File: config.mk
export PLATFORM = sky130hd
export DESIGN_NAME = ssr_standby_reset
export DESIGN_NICKNAME = d
export VERILOG_FILES = /design/src/logic/ssr_pkg.sv /design/src/logic/ssr_standby_reset.sv
export SDC_FILE = /design/constraint.sdc
export NUM_CORES = 1
export LEC_CHECK = 0
export BUFFER_PORTS_ARGS = -buffer_cell sky130_fd_sc_hd__buf_2
export CAP_MARGIN = 40
export CELL_PAD_IN_SITES_DETAIL_PLACEMENT = 1
export CELL_PAD_IN_SITES_GLOBAL_PLACEMENT = 1
export CORE_ASPECT_RATIO = 1.2
export CORE_MARGIN = 4
export CORE_UTILIZATION = 39
export CTS_BUF_LIST = sky130_fd_sc_hd__clkbuf_4
export CTS_CLUSTER_DIAMETER = 80
export CTS_CLUSTER_SIZE = 14
export DETAILED_ROUTE_END_ITERATION = 8
export PLACE_DENSITY_LB_ADDON = 0.1
export REMOVE_ABC_BUFFERS = 1
export SLEW_MARGIN = 15
export SYNTH_ARGS = -nofsm -noshare
export SYNTH_HDL_FRONTEND = slang
export SYNTH_SLANG_ARGS = --single-unit
File: constraint.sdc
create_clock -name clk -period 2.45 [get_ports clk]
set_input_delay 0 -clock clk [delete_from_list [all_inputs] [get_ports clk]]
set_output_delay 0 -clock clk [all_outputs]
set_load 0.01 [all_outputs]
File: src/logic/ssr_pkg.sv
// constants for the standby and reset controller
`default_nettype none
package ssr_pkg;
  // register port geometry
  localparam int ADDR_W = 3;
  localparam int DATA_W = 8;
  // register offsets (word index on the plain port)
  localparam logic [2:0] OFS_CTRL = 3'h0;
  localparam logic [2:0] OFS_STATUS = 3'h1;
  localparam logic [2:0] OFS_IRQ_STAT = 3'h2;
  localparam logic [2:0] OFS_IRQ_MASK = 3'h3;
  localparam logic [2:0] OFS_COUNT = 3'h4;
  // control register fields
  localparam int CTRL_CS1 = 0;
  localparam int CTRL_CS2 = 1;
  localparam int CTRL_SM1 = 2;
  localparam int CTRL_SM2 = 3;
  localparam int CTRL_SM3 = 4;
  // status register fields
  localparam int STAT_MODE_LO = 0;
  localparam int STAT_MODE_HI = 1;
  localparam int STAT_TFLAG = 2;
  localparam int STAT_SFLAG = 3;
  // interrupt event bits
  localparam int IRQ_W = 3;
  localparam int IRQ_WAKE = 0;
  localparam int IRQ_REFUSED = 1;
  localparam int IRQ_OVF = 2;
  // reset values
  localparam logic [7:0] COUNT_RST = 8'h00;
  localparam logic [7:0] PRESC_RST = 8'h00;
  localparam logic [IRQ_W-1:0] MASK_RST = 3'h0;
  localparam logic [9:0] START_ADDR = 10'h000;
  // clock select encodings {bit2, bit1}
  localparam logic [1:0] CS_DIV256 = 2'h0;
  localparam logic [1:0] CS_DIV32 = 2'h1;
  localparam logic [1:0] CS_DIV4 = 2'h2;
  localparam logic [1:0] CS_PIN = 2'h3;
  // prescaler tap masks for each divided rate
  localparam logic [7:0] TAP_256 = 8'hFF;
  localparam logic [7:0] TAP_32 = 8'h1F;
  localparam logic [7:0] TAP_4 = 8'h03;
  // operating modes
  typedef enum logic [1:0] {MODE_RUN, MODE_HALT, MODE_STOP} ssr_mode_t;
endpackage
`default_nettype wire

File: src/logic/ssr_standby_reset.sv
// standby and reset controller: clock gating, wake-up, reset init
//
// Functional notes
// - halt stops divider only; oscillator keeps running
// - halt keeps timer count pulses from selected source
// - either request flag ends standby; resume next
// - flag wake-up keeps all registers and memory
// - reset ends standby; held until release
// - after reset fetch starts at address zero
// - reset wake keeps memory; others undefined
// - high reset level is active; full initialisation
// - reset clears all ten program counter bits
// - reset clears both skip flags
// - reset clears timer count register
// - reset clears clock select and prescalers
// - reset clears shift mode bits
// - reset clears both request flags
// - memory, stack, accumulator etc left uninitialised
// - reset floats all port buffers, inputs
// - standby refused while any request flag set
// - stop halts oscillator and divider both
//
// Implementation choices: the strobed register port and the address map.
`default_nettype none
module ssr_standby_reset #(
  parameter int NUM_PORTS = 4
) (
  // clock and reset (rst is the device reset input)
  input wire logic clk,
  input wire logic rst,
  // requests from the instruction decoder, one-cycle pulses
  input wire logic stop_req,
  input wire logic halt_req,
  input wire logic skip_test_timer,
  input wire logic skip_test_shared,
  input wire logic timer_restart,
  input wire logic serial_start,
  // events from the serial unit and the count pin
  input wire logic serial_done_event,
  input wire logic external_count_pin,
  // port drive requests from the core
  input wire logic [NUM_PORTS-1:0] port_drive_req,
  // register port
  input wire logic [ssr_pkg::ADDR_W-1:0] reg_addr,
  input wire logic [ssr_pkg::DATA_W-1:0] reg_wdata,
  input wire logic reg_wr,
  input wire logic reg_rd,
  output logic [ssr_pkg::DATA_W-1:0] reg_rdata,
  // clock enables toward the core
  output logic osc_clk_en_q,
  output logic cpu_clk_en_q,
  output logic timer_count_pulse_q,
  // core control
  output logic core_init_q,
  output logic [9:0] start_addr_q,
  output logic resume_q,
  output logic standby_q,
  // flags and modes seen by the core
  output logic timer_overflow_flag_q,
  output logic shared_event_flag_q,
  output logic [7:0] count_q,
  output logic clock_select_bit2_q,
  output logic clock_select_bit1_q,
  output logic shift_mode_bit2_q,
  output logic shift_mode_bit1_q,
  output logic event_source_select_q,
  // port buffers, enable low means driving
  output logic [NUM_PORTS-1:0] port_oe_n_q,
  // interrupt
  output logic irq_q
);

  // parameter sanity, refused at elaboration rather than at run time
  if (NUM_PORTS < 1 || NUM_PORTS > 16)
  begin : g_bad_ports
    $error("ssr_standby_reset: NUM_PORTS out of range");
  end

  // operating mode state
  ssr_pkg::ssr_mode_t mode_q;
  // divide-by-two phase for the cpu clock
  logic div2_q;
  // shared prescaler chain
  logic [7:0] presc_q;
  // pin synchroniser and edge history
  logic pin_meta_q;
  logic pin_sync_q;
  logic pin_prev_q;
  // interrupt status and mask
  logic [ssr_pkg::IRQ_W-1:0] irq_stat_q;
  logic [ssr_pkg::IRQ_W-1:0] irq_mask_q;
  // combinational helpers
  logic osc_run;
  logic pin_rise;
  logic any_flag;
  logic standby_entry;
  logic entry_refused;
  logic wake;
  logic cl_tick;
  logic count_tick;
  logic overflow;
  logic shared_set;
  logic shared_clr;
  logic timer_clr;
  logic ctrl_wr;
  logic stat_rd;
  logic [1:0] clk_sel;
  logic [ssr_pkg::IRQ_W-1:0] irq_events;

  // oscillator runs unless stop mode holds it
  assign osc_run = (mode_q != ssr_pkg::MODE_STOP);
  assign any_flag = timer_overflow_flag_q | shared_event_flag_q;
  assign standby_entry = (stop_req | halt_req) && mode_q == ssr_pkg::MODE_RUN;
  // entry is refused while a flag is pending, else it would wake at once
  assign entry_refused = standby_entry & any_flag;
  assign wake = (mode_q != ssr_pkg::MODE_RUN) & any_flag;
  assign pin_rise = pin_sync_q & ~pin_prev_q;
  assign clk_sel = {clock_select_bit2_q, clock_select_bit1_q};
  assign ctrl_wr = reg_wr && reg_addr == ssr_pkg::OFS_CTRL;
  assign stat_rd = reg_rd && reg_addr == ssr_pkg::OFS_IRQ_STAT;

  // oscillator tick: clk is the oscillator, idle only in stop
  assign cl_tick = osc_run;

  // count pulse source selection, pin path works even in stop
  always_comb
  begin
    case (clk_sel)
      ssr_pkg::CS_DIV256:
        count_tick = cl_tick && presc_q == ssr_pkg::TAP_256;
      ssr_pkg::CS_DIV32:
        count_tick = cl_tick && (presc_q & ssr_pkg::TAP_32) ==
          ssr_pkg::TAP_32;
      ssr_pkg::CS_DIV4:
        count_tick = cl_tick && (presc_q & ssr_pkg::TAP_4) ==
          ssr_pkg::TAP_4;
      ssr_pkg::CS_PIN:
        count_tick = pin_rise;
      default:
        count_tick = 1'b0;
    endcase
  end

  assign overflow = count_tick && count_q == 8'hFF;
  // shared flag source chosen by the event source bit
  assign shared_set = event_source_select_q ? pin_rise : serial_done_event;
  // serial start clears it only while serial is the source
  assign shared_clr = skip_test_shared |
    (serial_start & ~event_source_select_q);
  assign timer_clr = skip_test_timer | timer_restart;

  // operating mode; reset forces run, held while reset is high
  always_ff @(posedge clk)
  begin
    if (rst)
      mode_q <= ssr_pkg::MODE_RUN;
    else
    begin
      case (mode_q)
        ssr_pkg::MODE_RUN:
        begin
          // gate from the edge after the request pulse
          if (standby_entry && !entry_refused)
          begin
            if (stop_req)
              mode_q <= ssr_pkg::MODE_STOP;
            else
              mode_q <= ssr_pkg::MODE_HALT;
          end
        end
        ssr_pkg::MODE_HALT, ssr_pkg::MODE_STOP:
        begin
          // wake touches nothing else: state is retained
          if (any_flag)
            mode_q <= ssr_pkg::MODE_RUN;
        end
        default:
          mode_q <= ssr_pkg::MODE_RUN;
      endcase
    end
  end

  // resume pulse: core continues after the standby instruction
  always_ff @(posedge clk)
  begin
    if (rst)
      resume_q <= 1'b0;
    else
      resume_q <= wake;
  end

  // standby level seen by the core, also high during reset
  always_ff @(posedge clk)
  begin
    if (rst)
      standby_q <= 1'b1;
    else
      standby_q <= (mode_q != ssr_pkg::MODE_RUN && !any_flag) ||
        (standby_entry && !entry_refused);
  end

  // oscillator enable, dropped only in stop
  always_ff @(posedge clk)
  begin
    if (rst)
      osc_clk_en_q <= 1'b1;
    else
      osc_clk_en_q <= !(standby_entry && !entry_refused && stop_req) &&
        (mode_q != ssr_pkg::MODE_STOP || any_flag);
  end

  // divide-by-two phase, frozen while standby holds the divider
  always_ff @(posedge clk)
  begin
    if (rst)
      div2_q <= 1'b0;
    else if (mode_q == ssr_pkg::MODE_RUN)
      div2_q <= ~div2_q;
  end

  // cpu clock enable; held low in both standby modes and reset
  always_ff @(posedge clk)
  begin
    if (rst)
      cpu_clk_en_q <= 1'b0;
    else if (standby_entry && !entry_refused)
      cpu_clk_en_q <= 1'b0;
    else
      cpu_clk_en_q <= mode_q == ssr_pkg::MODE_RUN && !div2_q;
  end

  // core init: clears pc and both skip flags while high
  always_ff @(posedge clk)
  begin
    if (rst)
      core_init_q <= 1'b1;
    else
      core_init_q <= 1'b0;
  end

  // restart address; memory and other registers are not touched
  always_ff @(posedge clk)
  begin
    if (rst)
      start_addr_q <= ssr_pkg::START_ADDR;
    else
      start_addr_q <= ssr_pkg::START_ADDR;
  end

  // pin synchroniser: first stage read only by second
  always_ff @(posedge clk)
  begin
    if (rst)
    begin
      pin_meta_q <= 1'b0;
      pin_sync_q <= 1'b0;
    end
    else
    begin
      pin_meta_q <= external_count_pin;
      pin_sync_q <= pin_meta_q;
    end
  end

  // edge history for the pin
  always_ff @(posedge clk)
  begin
    if (rst)
      pin_prev_q <= 1'b0;
    else
      pin_prev_q <= pin_sync_q;
  end

  // prescaler chain, runs on oscillator ticks only
  always_ff @(posedge clk)
  begin
    if (rst)
      presc_q <= ssr_pkg::PRESC_RST;
    else if (cl_tick)
      presc_q <= presc_q + 8'h01;
  end

  // timer count register
  always_ff @(posedge clk)
  begin
    if (rst)
      count_q <= ssr_pkg::COUNT_RST;
    else if (timer_restart)
      count_q <= ssr_pkg::COUNT_RST;
    else if (count_tick)
      count_q <= count_q + 8'h01;
  end

  // count pulse mirrored to the timer
  always_ff @(posedge clk)
  begin
    if (rst)
      timer_count_pulse_q <= 1'b0;
    else
      timer_count_pulse_q <= count_tick;
  end

  // timer overflow flag, set wins over clear
  always_ff @(posedge clk)
  begin
    if (rst)
      timer_overflow_flag_q <= 1'b0;
    else if (overflow)
      timer_overflow_flag_q <= 1'b1;
    else if (timer_clr)
      timer_overflow_flag_q <= 1'b0;
  end

  // shared event flag, set wins over clear
  always_ff @(posedge clk)
  begin
    if (rst)
      shared_event_flag_q <= 1'b0;
    else if (shared_set)
      shared_event_flag_q <= 1'b1;
    else if (shared_clr)
      shared_event_flag_q <= 1'b0;
  end

  // clock select bits, written over the register port
  always_ff @(posedge clk)
  begin
    if (rst)
    begin
      clock_select_bit2_q <= 1'b0;
      clock_select_bit1_q <= 1'b0;
    end
    else if (ctrl_wr)
    begin
      clock_select_bit2_q <= reg_wdata[ssr_pkg::CTRL_CS2];
      clock_select_bit1_q <= reg_wdata[ssr_pkg::CTRL_CS1];
    end
  end

  // shift mode bits; zero stops shifting and picks serial source
  always_ff @(posedge clk)
  begin
    if (rst)
    begin
      shift_mode_bit2_q <= 1'b0;
      shift_mode_bit1_q <= 1'b0;
      event_source_select_q <= 1'b0;
    end
    else if (ctrl_wr)
    begin
      shift_mode_bit2_q <= reg_wdata[ssr_pkg::CTRL_SM2];
      shift_mode_bit1_q <= reg_wdata[ssr_pkg::CTRL_SM1];
      event_source_select_q <= reg_wdata[ssr_pkg::CTRL_SM3];
    end
  end

  // port buffers: floated in reset, port 0 also while serial off
  generate
    for (genvar p = 0; p < NUM_PORTS; p++)
    begin : g_port
      always_ff @(posedge clk)
      begin
        if (rst)
          port_oe_n_q[p] <= 1'b1;
        else if (p == 0 && !shift_mode_bit2_q && !shift_mode_bit1_q)
          port_oe_n_q[p] <= 1'b1;
        else
          port_oe_n_q[p] <= ~port_drive_req[p];
      end
    end
  endgenerate

  // interrupt events
  assign irq_events[ssr_pkg::IRQ_WAKE] = wake;
  assign irq_events[ssr_pkg::IRQ_REFUSED] = entry_refused;
  assign irq_events[ssr_pkg::IRQ_OVF] = overflow;

  // sticky status; a read clears, a new event in that cycle wins
  always_ff @(posedge clk)
  begin
    if (rst)
      irq_stat_q <= '0;
    else if (stat_rd)
      irq_stat_q <= irq_events;
    else
      irq_stat_q <= irq_stat_q | irq_events;
  end

  // interrupt mask
  always_ff @(posedge clk)
  begin
    if (rst)
      irq_mask_q <= ssr_pkg::MASK_RST;
    else if (reg_wr && reg_addr == ssr_pkg::OFS_IRQ_MASK)
      irq_mask_q <= reg_wdata[ssr_pkg::IRQ_W-1:0];
  end

  // level interrupt; lags the status bit by one cycle
  always_ff @(posedge clk)
  begin
    if (rst)
      irq_q <= 1'b0;
    else
      irq_q <= |(irq_stat_q & irq_mask_q);
  end

  // read data, valid only the cycle after the read strobe
  always_ff @(posedge clk)
  begin
    if (rst)
      reg_rdata <= '0;
    else if (reg_rd)
    begin
      case (reg_addr)
        ssr_pkg::OFS_CTRL:
          reg_rdata <= {3'h0, event_source_select_q, shift_mode_bit2_q,
            shift_mode_bit1_q, clock_select_bit2_q, clock_select_bit1_q};
        ssr_pkg::OFS_STATUS:
          reg_rdata <= {4'h0, shared_event_flag_q, timer_overflow_flag_q,
            mode_q};
        ssr_pkg::OFS_IRQ_STAT:
          reg_rdata <= {5'h00, irq_stat_q};
        ssr_pkg::OFS_IRQ_MASK:
          reg_rdata <= {5'h00, irq_mask_q};
        ssr_pkg::OFS_COUNT:
          reg_rdata <= count_q;
        default:
          reg_rdata <= '0;
      endcase
    end
    else
      reg_rdata <= '0;
  end

endmodule
`default_nettype wire

# Yosys cells after proc, flatten, opt, wreduce, memory -nomap -nowiden

Cells that the tools add are included.

Register bits: 54
Output and inout port bits: 44
Logic and storage cells: 112

$add $sub $neg: 2
Equality and inequality tests: 16
Mux-type cells: 13
Bitwise operators: 18
Reductions and logical operators: 35

Operators by type and width:

| cell                | number |
|---|---|
| $pmux 8 s5          | 1 |
| $add 8x1->8 const B | 2 |
| $eq 8x8->1 const B  | 2 |
| $logic_and 1x1->1   | 14 |
| $reduce_or 2->1     | 5 |
| $eq 2x2->1 const B  | 4 |
| $not 1->1           | 8 |
| $eq 3x2->1 const B  | 2 |
| $logic_not 1->1     | 6 |
| $mux 1              | 6 |
| $mux 2              | 3 |
| $reduce_bool 2->1   | 3 |
| $eq 5x5->1 const B  | 1 |
| $and 1x1->1         | 4 |
| $eq 2x1->1 const B  | 2 |
| $logic_not 2->1     | 2 |
| $ne 2x2->1 const B  | 2 |
| $or 1x1->1          | 4 |
| $pmux 1 s4          | 1 |
| $pmux 2 s2          | 1 |
| $and 3x3->3         | 1 |
| $eq 3x1->1 const B  | 1 |
| $eq 3x3->1 const B  | 1 |
| $logic_not 3->1     | 1 |
| 6 further kinds     | 7 |

# Depth between registers and ports, before layout

Depth after elaboration: 8
Gate-level depth with buffers: 9

# Least setup slack after synthesis

No wires, ideal clock.

Path type: reg-to-reg
From: reg presc_q[0]
To: reg timer_overflow_flag_q
Library setup time: 116 ps
Arrival time: 1812 ps
Data required time: 2334 ps
Slack: 522 ps
Cell stages (with the launch flop): 10
Path buffers: 0
Period minus slack after synthesis: 1928 ps
Cell sequence: dfxtp_1 ha_1 nand3_2 inv_1 ha_1 a221o_1 and3_1 a22oi_1 nor4b_1 a31o_2

Cells in the longest elaborated chain, start to end: 5

RTL lines:

| what                                               | RTL line                                                                     | source |
|---|---|---|
| start: declaration                                 | ssr_standby_reset.sv:84                                                      | `logic [7:0] presc_q;` |
| start signal: assignment                           | ssr_standby_reset.sv:278                                                     | `presc_q <= ssr_pkg::PRESC_RST;` |
| start signal: assignment                           | ssr_standby_reset.sv:280                                                     | `presc_q <= presc_q + 8'h01;` |
| $eq 8x8->1 (tied with other cells)                 | ssr_standby_reset.sv:130                                                     | `count_tick = cl_tick && presc_q == ssr_pkg::TAP_256;` |
| $logic_and 1x1->1 (on tied branches)               | ssr_standby_reset.sv:130, ssr_standby_reset.sv:132, ssr_standby_reset.sv:135 |  |
| $pmux 1 s4 *                                       | ssr_standby_reset.sv:128                                                     | `case (clk_sel)` |
| $logic_and 1x1->1 *                                | ssr_standby_reset.sv:144                                                     | `assign overflow = count_tick && count_q == 8'hFF;` |
| $mux 1 / $reduce_bool 2->1 (equally long branches) | -                                                                            |  |
| end signal: assignment                             | ssr_standby_reset.sv:307                                                     | `timer_overflow_flag_q <= 1'b0;` |
| end signal: assignment                             | ssr_standby_reset.sv:309                                                     | `timer_overflow_flag_q <= 1'b1;` |
| end signal: assignment                             | ssr_standby_reset.sv:311                                                     | `timer_overflow_flag_q <= 1'b0;` |
| end: declaration                                   | ssr_standby_reset.sv:59                                                      | `output logic timer_overflow_flag_q,` |

Every way passes the cells marked *; elsewhere a longest branch is shown, timed or not.
A chain may end at the register's enable or synchronous reset.

# Worst setup path in the final report

Ends and elaborated chain as after synthesis.

==> results_dict.tcl <==
set metrics [dict create \
    placed_area_um2 2640 \
    io_pins 71 \
    htreeDepth 2 \
    via_count 1971 \
    critPathKind "register to register" \
    synth_top_area_cell "dfxtp_1" \
    rr_worst_depth 10 \
    worst_pin_slew_ps 551 \
    tritoncts "yes" \
    antenna_found_initial 0 \
    combPwrFrac 0.185 \
    start_kind "register" \
    utilization 0.501 \
    layout_min_cycle_time_ps 2220 \
    yosys.area.top_type_share 0.464 \
    worstPathArrival_ps 2500 \
    start_util 0.406 \
    setup_tns_ps 0 \
    clk_latency_ps 370 \
    ys_types 49 \
    clockPowerShare 0.235 \
    leakagePower_nw 1.28 \
    io_buffers 57 \
    drive_above_1_share 0.241 \
    internal_power_w 0.00119 \
    ys.flop_type "dfxtp_1" \
    status "finished clean" \
    cts_root_buf "clkbuf_4" \
    ir_worst_vdd_v 0.000359 \
    drt_pass1_iterations 4 \
    dieWidth_um 78.6 \
    grt_pass1_vias 2023 \
    swShare 0.287 \
    core_um2 5740 \
    slew_violations 0 \
    drc 0 \
    cts_inserted_buffers 5 \
    track_usage 0.173 \
    syn-cell-area_um2 2330 \
    synth-edff-count 0 \
    grt_pass1_wl_um 9960 \
    drt-total-wl_um 5880 \
    maxCapViolCount 0 \
    dieHeight_um 92.7 \
    ys_warn_count 0 \
    cts.path.max_buffers 2 \
    cts_sinks 54 \
    power_switching_w 0.000481 \
    seq_area_frac_synth 0.464 \
    cp_max_fo 3 \
    rsz0062_at_grt "no" \
    seq_power_share 0.580 \
    diodes 0 \
    final_antenna_net_count 0 \
    finalCritPeriodShare 0.905 \
    rows 30 \
    vias_per_cell 4.89 \
    avgRoutedWirePerCell_um 14.6 \
    max_freq_mhz 451 \
    synthToLayoutAreaGrowth_pct 23.5 \
    gp_congestion 0.774 \
    synth-seq-cells 54 \
    cp-end-kind "register" \
    hold_path_depth 5 \
    syn_avg_cell_area_um2 9.39 \
    synthArstFlopShare 0 \
    die-area_um2 7280 \
    gr-total-overflow 0 \
    pwr_density_cell_nw_per_um2 582 \
    nFillCells 708 \
    fin_area_um2 2880 \
    grt_max_degree 32 \
    finClkSkew_ps 10.4 \
    clk_pin_slew_ps 150 \
    hold_viol 0 \
    postSynthCellCount 248 \
    slew_headroom 0.631 \
    fin_nets 357 \
    dp.final_hpwl_um 4280 \
    cp_data_required_time_ps 2730 \
    min_path_type "primary input to register" \
    drt_iter0_markers 110 \
    synthTopCellsByArea "dfxtp_1 46%, nor2_1 5.5%, mux2i_1 5.2%" \
    setup_viol 0 \
    finalPower_w 0.00168 \
]
[final cells by class]
cell class,instances,area (um2),area share
Clock buffer,6,45.0,0.0157
Multi-Input combinational cell,172,1110,0.386
Inverter,10,37.5,0.0130
Tap cell,80,100,0.0348
Timing Repair Buffer,79,495,0.172
Sequential cell,54,1080,0.376
Clock inverter,2,8.76,0.00304
[flip-flops by register name, summed over array words and instances (netlist names), 2 cells and up]
register / flops
reg_rdata: 8
mode_q: 2
irq_mask_q: 3
count_q: 8
port_oe_n_q: 4
irq_stat_q: 3
presc_q: 8
[power groups by stage]
stage          registers (W)  logic (W)  clock network (W)
3_3_place_gp        0.000988   0.000281                  0
4_1_cts             0.000972   0.000314           0.000410
5_1_grt             0.000981   0.000350           0.000455
6_report            0.000971   0.000310           0.000395
3_5_place_dp        0.000992   0.000289                  0
2_1_floorplan       0.000992   0.000174                  0
[critical path: stages (launching register included)]
cell and delay, ps:
dfxtp_1 370, ha_1 250, nand3_2 110, inv_1 50
ha_1 170, a221o_1 340, and3_1 170, a22oi_1 230
nor4b_1 90, buf_4 150, a31o_2 200
[through the flow]
stage | std cells | hold slack, ps | worst slack [ps]
final | 403 | 9.91 | 232
after global routing | 403 | 21.1 | 91.5
after CTS | 403 | 9.72 | 215
after detailed placement | 377 | 168 | 238
after global placement | 377 | 166 | 315
after floorplan | 236 | 27.7 | 522
[path summary, 6_finish.rpt]
check	startpoint	end	slack, ps
worst max register to register	presc_q[0]	timer_overflow_flag_q	230
worst min-delay path	halt_req	standby_q	10
worst max-delay path	presc_q[0]	timer_overflow_flag_q	230
worst min register to register	div2_q	cpu_clk_en_q	450
[cells in the final DEF (no fill, tap or decap), drive strengths merged, types with 10 or more instances in the layout]
master	synthesis	routed
dlygate4sd3	0	18
mux2i	12	12
a21oi	11	11
dfxtp	54	54
buf	15	61
conb	1	10
nand2	18	18
nor2	34	34
[repair_timing]
item / in CTS / in global routing
resized for setup: 0 / 0
setup buffers: 0 / 0
hold buffers: 18 / 0
hold endpoints to repair: 31 / 0
[cell families (layout without fill, tap and decap cells)]
logic type	after synthesis	count (layout)	synth area share
AOI/OAI and AO/OA	35	35	0.0994
muxes	14	14	0.0709
adders and majority gates	8	8	0.0430
DFF	54	54	0.464
xor gates and xnor gates	9	9	0.0338
other	1	10	0.00161
and+or+nand+nor	96	96	0.213
buffers and inverters	31	97	0.0741
[metal layers]
layer | vias up | GRT usage | part of all wire
met3 | 6 | 0.0428 | 0.055
met2 | 43 | 0.302 | 0.51
met1 | 949 | 0.207 | 0.42
li1 | 973 | - | -
met5 | - | 0 | 0
met4 | 0 | 0.0539 | 0.013
[synthesized netlist by cell type, drive strengths merged (6+ instances only)]
master / number
clkbuf: 6
nand2: 18
dfxtp: 54
nor2: 34
buf: 15
nand3: 9
mux2i: 12
o21ai: 9
inv: 9
ha: 8
a21oi: 11
(Power assumes the default switching activity.)
